### src/rtl/port_cfg_pkg.sv
// constants for the three-port pin configuration block
package port_cfg_pkg;

    // register data width and count
    localparam int REG_W    = 8;
    localparam int NUM_REGS = 9;
    localparam int NUM_PORTS = 3;
    localparam int MODE_W   = 2;

    // register indices into the configuration array
    localparam int IDX_P0_MODE_HIGH = 0;
    localparam int IDX_P0_MODE_LOW  = 1;
    localparam int IDX_P0_PULLUP    = 2;
    localparam int IDX_P1_MODE_HIGH = 3;
    localparam int IDX_P1_MODE_LOW  = 4;
    localparam int IDX_P1_PULLUP    = 5;
    localparam int IDX_P2_MODE_HIGH = 6;
    localparam int IDX_P2_MODE_LOW  = 7;
    localparam int IDX_P2_PULLUP    = 8;

    // register addresses on the cpu register bus
    localparam logic [7:0] ADDR_P0_MODE_HIGH = 8'hD0;
    localparam logic [7:0] ADDR_P0_MODE_LOW  = 8'hE5;
    localparam logic [7:0] ADDR_P0_PULLUP    = 8'hE6;
    localparam logic [7:0] ADDR_P1_MODE_HIGH = 8'hE7;
    localparam logic [7:0] ADDR_P1_MODE_LOW  = 8'hE8;
    localparam logic [7:0] ADDR_P1_PULLUP    = 8'hF9;
    localparam logic [7:0] ADDR_P2_MODE_HIGH = 8'hD1;
    localparam logic [7:0] ADDR_P2_MODE_LOW  = 8'hD2;
    localparam logic [7:0] ADDR_P2_PULLUP    = 8'hEC;

    // address table ordered by register index
    localparam logic [7:0] REG_ADDR [NUM_REGS] = '{
        ADDR_P0_MODE_HIGH, ADDR_P0_MODE_LOW, ADDR_P0_PULLUP,
        ADDR_P1_MODE_HIGH, ADDR_P1_MODE_LOW, ADDR_P1_PULLUP,
        ADDR_P2_MODE_HIGH, ADDR_P2_MODE_LOW, ADDR_P2_PULLUP
    };

    // every configuration register clears to zero
    localparam logic [7:0] REG_RESET = 8'h00;

    // two-bit pin mode codes
    localparam logic [1:0] MODE_INPUT      = 2'h0;
    localparam logic [1:0] MODE_OPEN_DRAIN = 2'h1;
    localparam logic [1:0] MODE_PUSH_PULL  = 2'h2;
    localparam logic [1:0] MODE_ALT        = 2'h3;

    // pins with a real alternate function, per port
    localparam logic [7:0] ALT_MASK [NUM_PORTS] = '{8'hF0, 8'h03, 8'hFF};

    // pins whose pull-up is dropped in push-pull, or in alternate mode where ALT_MASK gives the pin a function
    localparam logic [7:0] AUTO_PU_MASK [NUM_PORTS] = '{8'h00, 8'hFF, 8'hFF};

endpackage

### src/rtl/port_pin_config.sv
// pin configuration for ports 0..2: mode registers, pull-ups, pad drive
//
// Contract
// - ports 0,1 codes: 00 schmitt input, 01 open drain, 10 push-pull.
// - port 0 pins 7..4 code 11: buzzer, clock out, timer b, timer a.
// - code 11 on port 0 pins 3..0, port 1 pins 7..2 does nothing.
// - port 1 code 11: pin 1 serial data out, pin 0 serial clock.
// - port 2 codes: 00 input, 01 open drain, 10 push-pull.
// - port 2 code 11 gives pin to lcd segment, pin 7..0 = line 24..31.
// - each pull-up bit enables its pin's resistor when one.
// - ports 1,2 pull-up forced off in push-pull, or in code 11 on pins with a function.
// - reset clears all mode and pull-up bits: inputs, no pull-ups.
`timescale 1ns/1ps
module port_pin_config (
    // clock and reset
    input  wire logic                           sys_clk,
    input  wire logic                           rst_n,
    // cpu register access
    input  wire logic [7:0]                     reg_addr,
    input  wire logic                           reg_wr,
    input  wire logic [port_cfg_pkg::REG_W-1:0] reg_wdata,
    input  wire logic                           reg_rd,
    output logic      [port_cfg_pkg::REG_W-1:0] reg_rdata,
    // port data latches
    input  wire logic [7:0]                     port0_data,
    input  wire logic [7:0]                     port1_data,
    input  wire logic [7:0]                     port2_data,
    // alternate function sources
    input  wire logic                           buzzer_output,
    input  wire logic                           clock_output,
    input  wire logic                           timer_b_output,
    input  wire logic                           timer_a_output,
    input  wire logic                           serial_data_out,
    input  wire logic                           serial_clock_out,
    input  wire logic                           serial_clock_oe,
    input  wire logic [7:0]                     lcd_segment_lines,
    // pad inputs
    input  wire logic [7:0]                     port0_pad_in,
    input  wire logic [7:0]                     port1_pad_in,
    // pad controls
    output logic      [7:0]                     port0_pad_out,
    output logic      [7:0]                     port0_pad_oe,
    output logic      [7:0]                     port0_pullup_on,
    output logic      [7:0]                     port1_pad_out,
    output logic      [7:0]                     port1_pad_oe,
    output logic      [7:0]                     port1_pullup_on,
    output logic      [7:0]                     port2_pad_out,
    output logic      [7:0]                     port2_pad_oe,
    output logic      [7:0]                     port2_pullup_on,
    // inputs returned to peripherals
    output logic                                timer1_ext_clock_in,
    output logic                                serial_clock_in
);
    import port_cfg_pkg::*;

    logic [REG_W-1:0]       reg_val    [NUM_REGS];
    logic [NUM_REGS-1:0]    wr_sel;
    logic [NUM_REGS-1:0]    rd_sel;
    logic [REG_W-1:0]       rdata_ff;
    logic [REG_W-1:0]       nxt_rdata;
    logic                   timer1_clk_ff;
    logic                   nxt_timer1_clk;
    logic                   sck_in_ff;
    logic                   nxt_sck_in;
    logic [2:0][15:0]       port_mode;
    logic [2:0][7:0]        port_pu;
    logic [2:0][7:0]        port_dat;
    logic [2:0][7:0]        port_alt;
    logic [2:0][7:0]        port_alt_oe;
    logic [2:0][7:0]        pad_out_v;
    logic [2:0][7:0]        pad_oe_v;
    logic [2:0][7:0]        pu_on_v;

    // address to one-hot register select, shared by read and write
    function automatic logic [NUM_REGS-1:0] addr_hit(input logic [7:0] a);
        logic [NUM_REGS-1:0] hit;
        hit = '0;
        for (int r = 0; r < NUM_REGS; r++) begin
            hit[r] = (a == REG_ADDR[r]);
        end
        return hit;
    endfunction

    assign wr_sel = reg_wr ? addr_hit(reg_addr) : '0;
    assign rd_sel = addr_hit(reg_addr);

    genvar r;
    generate
        for (r = 0; r < NUM_REGS; r++) begin : g_reg
            config_reg u_reg (
                .sys_clk (sys_clk),
                .rst_n   (rst_n),
                .wr_en   (wr_sel[r]),
                .wr_data (reg_wdata),
                .value   (reg_val[r])
            );
        end
    endgenerate

    // read mux, unmapped addresses return zero, data held between reads
    always_comb begin
        nxt_rdata = rdata_ff;
        if (reg_rd) begin
            nxt_rdata = '0;
            for (int k = 0; k < NUM_REGS; k++) begin
                if (rd_sel[k]) begin
                    nxt_rdata = reg_val[k];
                end
            end
        end
    end

    // sampled pad inputs for the timer and serial clocks
    always_comb begin
        nxt_timer1_clk = port0_pad_in[3] & (port_mode[0][7:6] == MODE_INPUT);
        nxt_sck_in     = port1_pad_in[0] & ((port_mode[1][1:0] == MODE_INPUT) |
                                            (port_mode[1][1:0] == MODE_ALT));
    end

    always_ff @(posedge sys_clk or negedge rst_n) begin
        if (!rst_n) begin
            rdata_ff      <= REG_RESET;
            timer1_clk_ff <= 1'b0;
            sck_in_ff     <= 1'b0;
        end else begin
            rdata_ff      <= nxt_rdata;
            timer1_clk_ff <= nxt_timer1_clk;
            sck_in_ff     <= nxt_sck_in;
        end
    end

    assign reg_rdata           = rdata_ff;
    assign timer1_ext_clock_in = timer1_clk_ff;
    assign serial_clock_in     = sck_in_ff;

    // gather configuration per port; high byte holds pins 7..4
    always_comb begin
        port_mode[0] = {reg_val[IDX_P0_MODE_HIGH], reg_val[IDX_P0_MODE_LOW]};
        port_mode[1] = {reg_val[IDX_P1_MODE_HIGH], reg_val[IDX_P1_MODE_LOW]};
        port_mode[2] = {reg_val[IDX_P2_MODE_HIGH], reg_val[IDX_P2_MODE_LOW]};
        port_pu[0]   = reg_val[IDX_P0_PULLUP];
        port_pu[1]   = reg_val[IDX_P1_PULLUP];
        port_pu[2]   = reg_val[IDX_P2_PULLUP];
        port_dat[0]  = port0_data;
        port_dat[1]  = port1_data;
        port_dat[2]  = port2_data;
    end

    // alternate sources per pin; segment order is reversed
    always_comb begin
        port_alt[0]    = {buzzer_output, clock_output, timer_b_output,
                          timer_a_output, 4'h0};
        port_alt_oe[0] = 8'hF0;
        port_alt[1]    = {6'h00, serial_data_out, serial_clock_out};
        port_alt_oe[1] = {6'h00, 1'b1, serial_clock_oe};
        port_alt_oe[2] = 8'hFF;
        for (int k = 0; k < 8; k++) begin
            port_alt[2][k] = lcd_segment_lines[7-k];
        end
    end

    genvar p, i;
    generate
        for (p = 0; p < NUM_PORTS; p++) begin : g_port
            for (i = 0; i < 8; i++) begin : g_pin
                port_pin_cell #(
                    .ALT_EN      (ALT_MASK[p][i]),
                    .AUTO_PU_OFF (AUTO_PU_MASK[p][i])
                ) u_cell (
                    .mode       (port_mode[p][2*i+1:2*i]),
                    .pullup_bit (port_pu[p][i]),
                    .data_out   (port_dat[p][i]),
                    .alt_out    (port_alt[p][i]),
                    .alt_oe     (port_alt_oe[p][i]),
                    .pad_out    (pad_out_v[p][i]),
                    .pad_oe     (pad_oe_v[p][i]),
                    .pullup_on  (pu_on_v[p][i]),
                    .alt_active ()
                );
            end
        end
    endgenerate

    // pad controls follow the flops combinationally, no extra latency
    assign port0_pad_out   = pad_out_v[0];
    assign port0_pad_oe    = pad_oe_v[0];
    assign port0_pullup_on = pu_on_v[0];
    assign port1_pad_out   = pad_out_v[1];
    assign port1_pad_oe    = pad_oe_v[1];
    assign port1_pullup_on = pu_on_v[1];
    assign port2_pad_out   = pad_out_v[2];
    assign port2_pad_oe    = pad_oe_v[2];
    assign port2_pullup_on = pu_on_v[2];

    // checks on the mode decode and register behaviour
    a_write_takes_effect:
    assert property (@(posedge sys_clk) disable iff (!rst_n)
        reg_wr && (reg_addr == ADDR_P1_PULLUP)
        |=> reg_val[IDX_P1_PULLUP] == $past(reg_wdata))
    else $error("pull-up write not stored on next edge");

    a_open_drain_p0:
    assert property (@(posedge sys_clk) disable iff (!rst_n)
        port_mode[0][1:0] == MODE_OPEN_DRAIN
        |-> !port0_pad_out[0] && (port0_pad_oe[0] == !port0_data[0]))
    else $error("open-drain pin 0.0 drives wrongly");

    a_push_pull_p1:
    assert property (@(posedge sys_clk) disable iff (!rst_n)
        port_mode[1][15:14] == MODE_PUSH_PULL
        |-> port1_pad_oe[7] && (port1_pad_out[7] == port1_data[7]))
    else $error("push-pull pin 1.7 not driving data");

    a_buzzer_route:
    assert property (@(posedge sys_clk) disable iff (!rst_n)
        port_mode[0][15:14] == MODE_ALT
        |-> port0_pad_oe[7] && (port0_pad_out[7] == buzzer_output))
    else $error("buzzer not routed to pin 0.7");

    a_unused_alt_idle:
    assert property (@(posedge sys_clk) disable iff (!rst_n)
        port_mode[0][1:0] == MODE_ALT |-> !port0_pad_oe[0])
    else $error("unassigned code 11 drives pin 0.0");

    a_unused_alt_p1:
    assert property (@(posedge sys_clk) disable iff (!rst_n)
        port_mode[1][5:4] == MODE_ALT |-> !port1_pad_oe[2])
    else $error("unassigned code 11 drives pin 1.2");

    a_serial_out_route:
    assert property (@(posedge sys_clk) disable iff (!rst_n)
        port_mode[1][3:2] == MODE_ALT
        |-> port1_pad_oe[1] && (port1_pad_out[1] == serial_data_out))
    else $error("serial data not routed to pin 1.1");

    a_input_p2_idle:
    assert property (@(posedge sys_clk) disable iff (!rst_n)
        port_mode[2][9:8] == MODE_INPUT |-> !port2_pad_oe[4])
    else $error("input pin 2.4 is driven");

    a_segment_order:
    assert property (@(posedge sys_clk) disable iff (!rst_n)
        port_mode[2][15:14] == MODE_ALT && port_mode[2][1:0] == MODE_ALT
        |-> port2_pad_out[7] == lcd_segment_lines[0]
            && port2_pad_out[0] == lcd_segment_lines[7])
    else $error("segment lines mapped in wrong order");

    a_pullup_follow_p0:
    assert property (@(posedge sys_clk) disable iff (!rst_n)
        reg_wr && (reg_addr == ADDR_P0_PULLUP)
        |=> port0_pullup_on == $past(reg_wdata))
    else $error("port 0 pull-ups do not follow their bits");

    a_pullup_auto_off:
    assert property (@(posedge sys_clk) disable iff (!rst_n)
        port_mode[1][1] |-> !port1_pullup_on[0])
    else $error("pin 1.0 pull-up on while driven");

    a_reset_clears:
    assert property (@(posedge sys_clk) disable iff (!rst_n)
        $rose(rst_n) |-> (port0_pad_oe == 8'h00) && (port1_pullup_on == 8'h00)
            && (port_mode[2] == 16'h0000) && (reg_rdata == 8'h00))
    else $error("configuration not cleared by reset");

    // remaining routes, open-drain pin 2.2, pull-ups that must survive non-driving modes, and a readback
    a_clock_out_route:
    assert property (@(posedge sys_clk) disable iff (!rst_n)
        port_mode[0][13:12] == MODE_ALT |-> port0_pad_oe[6] && (port0_pad_out[6] == clock_output))
    else $error("clock output not routed to pin 0.6");

    a_timer_b_route:
    assert property (@(posedge sys_clk) disable iff (!rst_n)
        port_mode[0][11:10] == MODE_ALT
        |-> port0_pad_oe[5] && (port0_pad_out[5] == timer_b_output))
    else $error("timer b output not routed to pin 0.5");

    a_timer_a_route:
    assert property (@(posedge sys_clk) disable iff (!rst_n)
        port_mode[0][9:8] == MODE_ALT |-> port0_pad_oe[4] && (port0_pad_out[4] == timer_a_output))
    else $error("timer a output not routed to pin 0.4");

    a_serial_clock_route:
    assert property (@(posedge sys_clk) disable iff (!rst_n)
        port_mode[1][1:0] == MODE_ALT
        |-> (port1_pad_oe[0] == serial_clock_oe) && (port1_pad_out[0] == serial_clock_out))
    else $error("serial clock not routed to pin 1.0");

    a_open_drain_p2:
    assert property (@(posedge sys_clk) disable iff (!rst_n)
        port_mode[2][5:4] == MODE_OPEN_DRAIN
        |-> !port2_pad_out[2] && (port2_pad_oe[2] == !port2_data[2]))
    else $error("open-drain pin 2.2 drives wrongly");

    a_pullup_keep_p1:
    assert property (@(posedge sys_clk) disable iff (!rst_n)
        port_mode[1][3:2] == MODE_OPEN_DRAIN |-> port1_pullup_on[1] == port_pu[1][1])
    else $error("pin 1.1 pull-up dropped in open-drain mode");

    a_pullup_keep_unused:
    assert property (@(posedge sys_clk) disable iff (!rst_n)
        port_mode[1][5:4] == MODE_ALT |-> port1_pullup_on[2] == port_pu[1][2])
    else $error("pin 1.2 pull-up dropped without an alternate function");

    a_read_returns:
    assert property (@(posedge sys_clk) disable iff (!rst_n)
        reg_rd && (reg_addr == ADDR_P2_MODE_LOW)
        |=> reg_rdata == $past(reg_val[IDX_P2_MODE_LOW]))
    else $error("read of port 2 low mode byte returns wrong data");

endmodule

### src/rtl/config_reg.sv
// one software-writable configuration byte
`timescale 1ns/1ps
module config_reg (
    // clock and reset
    input  wire logic                           sys_clk,
    input  wire logic                           rst_n,
    // write side
    input  wire logic                           wr_en,
    input  wire logic [port_cfg_pkg::REG_W-1:0] wr_data,
    // stored value
    output logic      [port_cfg_pkg::REG_W-1:0] value
);
    import port_cfg_pkg::*;

    logic [REG_W-1:0] value_ff;
    logic [REG_W-1:0] nxt_value;

    // a write lands on the next edge, otherwise hold
    always_comb begin
        nxt_value = wr_en ? wr_data : value_ff;
    end

    always_ff @(posedge sys_clk or negedge rst_n) begin
        if (!rst_n) begin
            value_ff <= REG_RESET;
        end else begin
            value_ff <= nxt_value;
        end
    end

    assign value = value_ff;

endmodule

### src/rtl/port_pin_cell.sv
// per-pin mode decode, pad drive and pull-up control
`timescale 1ns/1ps
module port_pin_cell #(
    parameter bit ALT_EN      = 1'b0,
    parameter bit AUTO_PU_OFF = 1'b0
) (
    // configuration
    input  wire logic [port_cfg_pkg::MODE_W-1:0] mode,
    input  wire logic                            pullup_bit,
    // sources
    input  wire logic                            data_out,
    input  wire logic                            alt_out,
    input  wire logic                            alt_oe,
    // pad side
    output logic                                 pad_out,
    output logic                                 pad_oe,
    output logic                                 pullup_on,
    output logic                                 alt_active
);
    import port_cfg_pkg::*;

    // open drain only ever pulls low; a high data bit releases the pad
    always_comb begin
        pad_out    = 1'b0;
        pad_oe     = 1'b0;
        alt_active = 1'b0;
        unique case (mode)
            MODE_INPUT: begin
                pad_oe = 1'b0;
            end
            MODE_OPEN_DRAIN: begin
                pad_oe = ~data_out;
            end
            MODE_PUSH_PULL: begin
                pad_out = data_out;
                pad_oe  = 1'b1;
            end
            MODE_ALT: begin
                // unassigned pins stay undriven, like input
                if (ALT_EN) begin
                    alt_active = 1'b1;
                    pad_out    = alt_out;
                    pad_oe     = alt_oe;
                end
            end
        endcase
        // resistor would fight an actively driven pad, so drop it there
        pullup_on = pullup_bit &
                    ~(AUTO_PU_OFF & ((mode == MODE_PUSH_PULL) | alt_active));
    end

endmodule

### config.mk
export PLATFORM = sky130hd
export DESIGN_NAME = port_pin_config
export DESIGN_NICKNAME = d
export VERILOG_FILES = /design/src/rtl/port_cfg_pkg.sv /design/src/rtl/port_pin_config.sv /design/src/rtl/config_reg.sv /design/src/rtl/port_pin_cell.sv
export SDC_FILE = /design/constraint.sdc
export NUM_CORES = 1
export LEC_CHECK = 0
export BUFFER_PORTS_ARGS = -buffer_cell sky130_fd_sc_hd__buf_2
export CAP_MARGIN = 30
export CORE_ASPECT_RATIO = 0.8
export CORE_MARGIN = 10
export CORE_UTILIZATION = 47
export CTS_CLUSTER_SIZE = 14
export DETAILED_ROUTE_END_ITERATION = 16
export HOLD_SLACK_MARGIN = 0.1
export PLACE_DENSITY = 0.73
export SLEW_MARGIN = 20
export SYNTH_ARGS = -nofsm -noshare
export SYNTH_HDL_FRONTEND = slang
export SYNTH_SLANG_ARGS = --single-unit
### constraint.sdc
create_clock -name sys_clk -period 1.33 [get_ports sys_clk]
set_input_delay 0.266 -clock sys_clk [delete_from_list [all_inputs] [get_ports sys_clk]]
set_output_delay 0.266 -clock sys_clk [all_outputs]
set_load 0.1 [all_outputs]
# Yosys cells after proc, flatten, opt, wreduce, memory -nomap -nowiden
# Index checks and enable logic that the tools add are counted.
# op_classes
add_sub_neg,0
n_lt_le_gt_ge,0
n_mul,0
shifts,0
n_bitwise,69
mux,68
n_reduce_logical,28
div,0
eq_ne,71
# ops
op,n
"2-bit equality test, second input constant",38
"8-bit equality test, second input constant",9
8-bit two-way mux,9
"2-bit by 1-bit equality test with 1-bit output, second input constant",24
1-bit case mux with 2 select lines,24
1-bit NOT,40
1-bit case mux with 3 select lines,13
2-bit logical NOT,15
2-bit OR reduction,13
1-bit two-way mux,20
1-bit AND,18
1-bit bitwise OR,11
9-bit two-way mux,1
1-bit case mux with 4 select lines,1
# word_totals
rom_bits,0
latchBits,0
mem_count,0
inputBits,75
out_inout_bits,82
word_cells,248
reg_bits,82
mem_bits_rw,0

# Depth between registers and ports, before layout
# logic_depth
depth_word,10
depth_mapped,7
mapped_depth_nobuf,5

# Cells and area by module
# Synthesis repeated with hierarchy kept, for this count alone.
# hier_totals
hier_cells,552
area_unflattened_um2,5978.2
# modules_own_cells
mod,seq_area_each_um2,instances,area_each_um2,cells_per_inst
config_reg,200.2,9,331.6,17
port_pin_config,250.2,1,1362.6,185
port_pin_cell (g_port[0].g_pin[4].u_cell ...),0.0,14,56.3,7
port_pin_cell (g_port[1].g_pin[2].u_cell ...),0.0,6,88.8,12
port_pin_cell (g_port[0].g_pin[0].u_cell ...),0.0,4,77.6,11

# Worst setup path after synthesis
# Ideal clock, no wire load.
# synth_timing
path_kind,input to register
startpoint,input port reg_addr[1]
endpoint,register g_reg[1].u_reg.value_ff[3]
n_path_buf,2
required_time_ns,1.202
arrival_time_ns,1.408
cell_stages,6
setup_ns,0.128
path_slack_ns,-0.206
cell_sequence,buf_4 -> and2b_1 -> and3_1 -> buf_2 -> nand2_4 -> mux2_1
# synth_via
elab_chain_len,2
# synth_rtl
item,line_no,source
start: declaration,port_pin_config.sv:19,"input wire logic [7:0] reg_addr,"
8-bit equality test,port_pin_config.sv:79,hit[r] = (a == REG_ADDR[r]);
9-bit two-way mux,port_pin_config.sv:84,assign wr_sel = reg_wr ? addr_hit(reg_addr) : '0;
end signal: assignment,config_reg.sv:27,value_ff <= nxt_value;
end: declaration,config_reg.sv:15,logic [REG_W-1:0] value_ff;
# No other way between the ends.
# A chain may end at the register's enable or synchronous reset.

# Worst setup path in the final report
# layout_timing
startpoint,register g_reg[4].u_reg.value_ff[0]
endpoint,output port port1_pad_out[0]
# layout_via
elab_chain_len,2
elab_cells_between_ends,3
cone_classes,2 x eq/ne; 1 x mux
# layout_rtl
item,line_no,source
start: declaration,config_reg.sv:15,
start signal: assignment,config_reg.sv:27,
2-bit equality test,port_pin_cell.sv:27,unique case (mode)
1-bit case mux with 2 select lines (*),port_pin_cell.sv:27,
end: declaration,port_pin_config.sv:44,"output logic [7:0] port1_pad_out,"
# Mark *: on every way between the ends. The rest lies on a longest branch, timed or not.

==> results by group <==
Synth
  • Post-synthesis sequential area ratio: 0.373
  • Syn nets: 624
  • Yosys top cell area share: 0.373
  • Synth Flop Type: dfrtp_1
  • Yosys warnings: 0
  • Synth top area cells: dfrtp_1 37%, mux2_2 12%, buf_4 10%
  • EDFF count, synth: 0
  • Largest area contributor in the netlist: dfrtp_1
  • FFs w/ async S/R, synth: 1.00
  • Synthesized area: 5500 µm²
  • Synthesis-stage register bit count: 82
  • Synth top cells by count: 82 x dfrtp_1, 74 x buf_4, 61 x mux2_2
  • Post-synthesis cell count: 524
  • Number of distinct library cells after synthesis: 51
  • Syn avg cell area: 10.5 µm²
  • Most frequent cell after synthesis: dfrtp_1

STA
  • WHS: 0.140 ns
  • Fmax: 0.563 GHz
  • Final setup viols: 73
  • Pins Over Slew Limit: 0
  • Final hold viol count: 0
  • Setup TNS: -15.09 ns
  • Skew final: 0.00846 ns
  • Post-route setup slack: -0.447 ns
  • Tmin final: 1.78 ns
  • RSZ-0062 raised after global routing: true
  • Worst-margin pin slew: 0.535 ns
  • Tcrit/Tclk final: 1.34
  • Worst slew margin: 0.641

Route
  • Iteration count of the initial detailed-routing pass: 5
  • WL final: 20.1 mm
  • Initial drt markers: 374
  • Final antenna-violating net count: 0
  • Number of vias per cell: 5.63
  • Vias: 4,902
  • DR DRC count: 0
  • WL/cell: 23.0 µm

Status
  • Violated checks: negative setup slack
  • Status: finished with violations

Min path
  • Hold Crit Class: in -> reg
  • Hold path cells: 2

Floorplanning
  • Initial Util: 0.479
  • Row count: 35
  • Die area: 16,500 µm²
  • IO Pins: 157
  • Die W: 141 µm
  • Height of the die: 117 µm
  • Core area: 11,500 µm²

Critical path
  • Cells on worst reg2reg path: 8
  • CP Launch Type: flip-flop
  • Req. time, crit path: 1.06 ns
  • Setup CP Type: reg -> out
  • Crit Path Max Fanout: 4
  • Critical Path AT: 1.51 ns
  • CP Capture Type: output pin

Power and ir drop
  • Peak supply drop: 0.000607 V
  • Total power: 8.18 mW
  • Pwr Density: 871 nW/µm²
  • Lkg Pwr: 4.30 nW

CTS
  • Clk root buf: clkbuf_16
  • CTS H-tree lvls: 3
  • CTS tree: done
  • Clk sink count: 82
  • Inserted Clock Buffers: 9
  • Max clock buf depth: 2
  • Clock-pin slew on the worst setup and hold paths: 0.06 ns
  • Worst skew pair latency: 0.35 ns

Layout
  • Syn-to-layout area delta: 70.6%
  • Nets: 818
  • Antenna cells: 0
  • Design Area, Final: 9390 µm²
  • Fraction of layout cells with a size suffix above 1: 0.733

Placed design
  • Post-DP HPWL: 13.3 mm
  • Area after DPL: 7700 µm²
  • PortBufs: 142
  • Gpl congestion: 0.952

Global route
  • Largest net degree at the start of global routing: 34
  • Total track usage: 0.230
  • First-pass GRT wire length: 29.9 mm
  • Gr ovfl total: 0
  • Vias in the first global route: 5,243
  • Initial antenna violation count: 0

Flow run
  • Max-cap viol count: 0
==> cell type report <==
class,instances,area [µm²]
multi-input combinational,310,3570
timing repair buffer,269,3040
fill,608,2090
sequential,82,2080
clock buffer,10,239
tap,148,185
inverter,46,175
clock inverter,6,96.3
==> final timing paths <==
| path | start | slack, ns | to |
|---|---|---|---|
| max | g_reg[4].u_reg.value[0] | -0.45 | port1_pad_out[0] |
| min | port1_pad_in[0] | 0.14 | serial_clock_in |
| max reg2reg | g_reg[4].u_reg.value[1] | -0.31 | reg_rdata[1] |
| min reg2reg | g_reg[5].u_reg.value[6] | 0.57 | g_reg[5].u_reg.value[6] |
| max in group asynchronous | rst_n | 0.40 | g_reg[7].u_reg.value[5] |
| min in group asynchronous | rst_n | 0.38 | g_reg[6].u_reg.value[6] |
==> through the flow <==
step                 util  worst slack (ns)  std cells
finish              0.818            -0.447        871
global route        0.818            -0.467        871
CTS                 0.781            -0.408        855
detailed placement  0.671            -0.450        798
global placement    0.671            -0.453        798
floorplan               -            -0.178        524
==> where the power goes <==
part | leakage (nW) | switching, mW | total (mW) | internal (mW)
clock network | 0.162 | 1.11 | 2.83 | 1.72
registers | 1.08 | 0.178 | 2.80 | 2.63
logic | 3.06 | 1.49 | 2.54 | 1.05
==> repair_timing <==
item | 4_1_cts | 5_1_grt
endpoints found under the hold margin | 21 | 0
endpoints found under the setup margin | 81 | 112
gates resized for setup | 170 | 73
pin swaps | 51 | 46
gates cloned | 0 | 1
buffers inserted | 42 | 15
hold buffers | 1 | 0
==> flip-flops by register name, summed over array words and instances, names as in the netlist <==
signal,flops
reg_rdata,8
timer1_ext_clock_in,1
g.u_reg.value,72
serial_clock_in,1
==> logic make-up after synthesis <==
group	count (synthesis)	share of synthesized area
muxes	85	0.176
and+or+nand+nor	113	0.128
buffers and inverters	132	0.146
adders and majority gates	25	0.0569
AOI/OAI and AO/OA	87	0.120
DFF	82	0.373
==> critical path: stages (launching register included) <==
cell     delay, ns
dfrtp_2       0.45
inv_2         0.10
ha_4          0.16
a22o_1        0.23
buf_12        0.21
==> layout by cell type, fill, tap and decap left out, drive strengths merged, types with 2 or more instances in the layout <==
| cell | count |
|---|---|
| o21bai | 2 |
| o221ai | 7 |
| a21o | 13 |
| and3 | 5 |
| nand2 | 7 |
| a221oi | 8 |
| mux2i | 13 |
| inv | 48 |
| o22ai | 6 |
| nand4b | 4 |
| and2b | 2 |
| and2 | 12 |
| dfrtp | 82 |
| and4b | 3 |
| a2111oi | 8 |
| nor2b | 30 |
| ha | 25 |
| a22o | 6 |
| clkbuf | 10 |
| a22oi | 8 |
| bufinv | 2 |
| o21ai | 3 |
| a31oi | 2 |
| nand4 | 4 |
| nor2 | 29 |
| nand3 | 3 |
| buf | 268 |
| mux2 | 72 |
| nor3 | 9 |
| a21oi | 22 |
| nand2b | 2 |
==> metal layers <==
layer	routed length, µm	share of wire	track usage	vias up
li1	-	-	-	2160
met1	8020	0.40	0.277	2435
met2	9670	0.48	0.382	250
met3	1680	0.084	0.0762	57
met4	709	0.035	0.0769	0
met5	0	0	0	-
(Power assumes the default switching activity.)
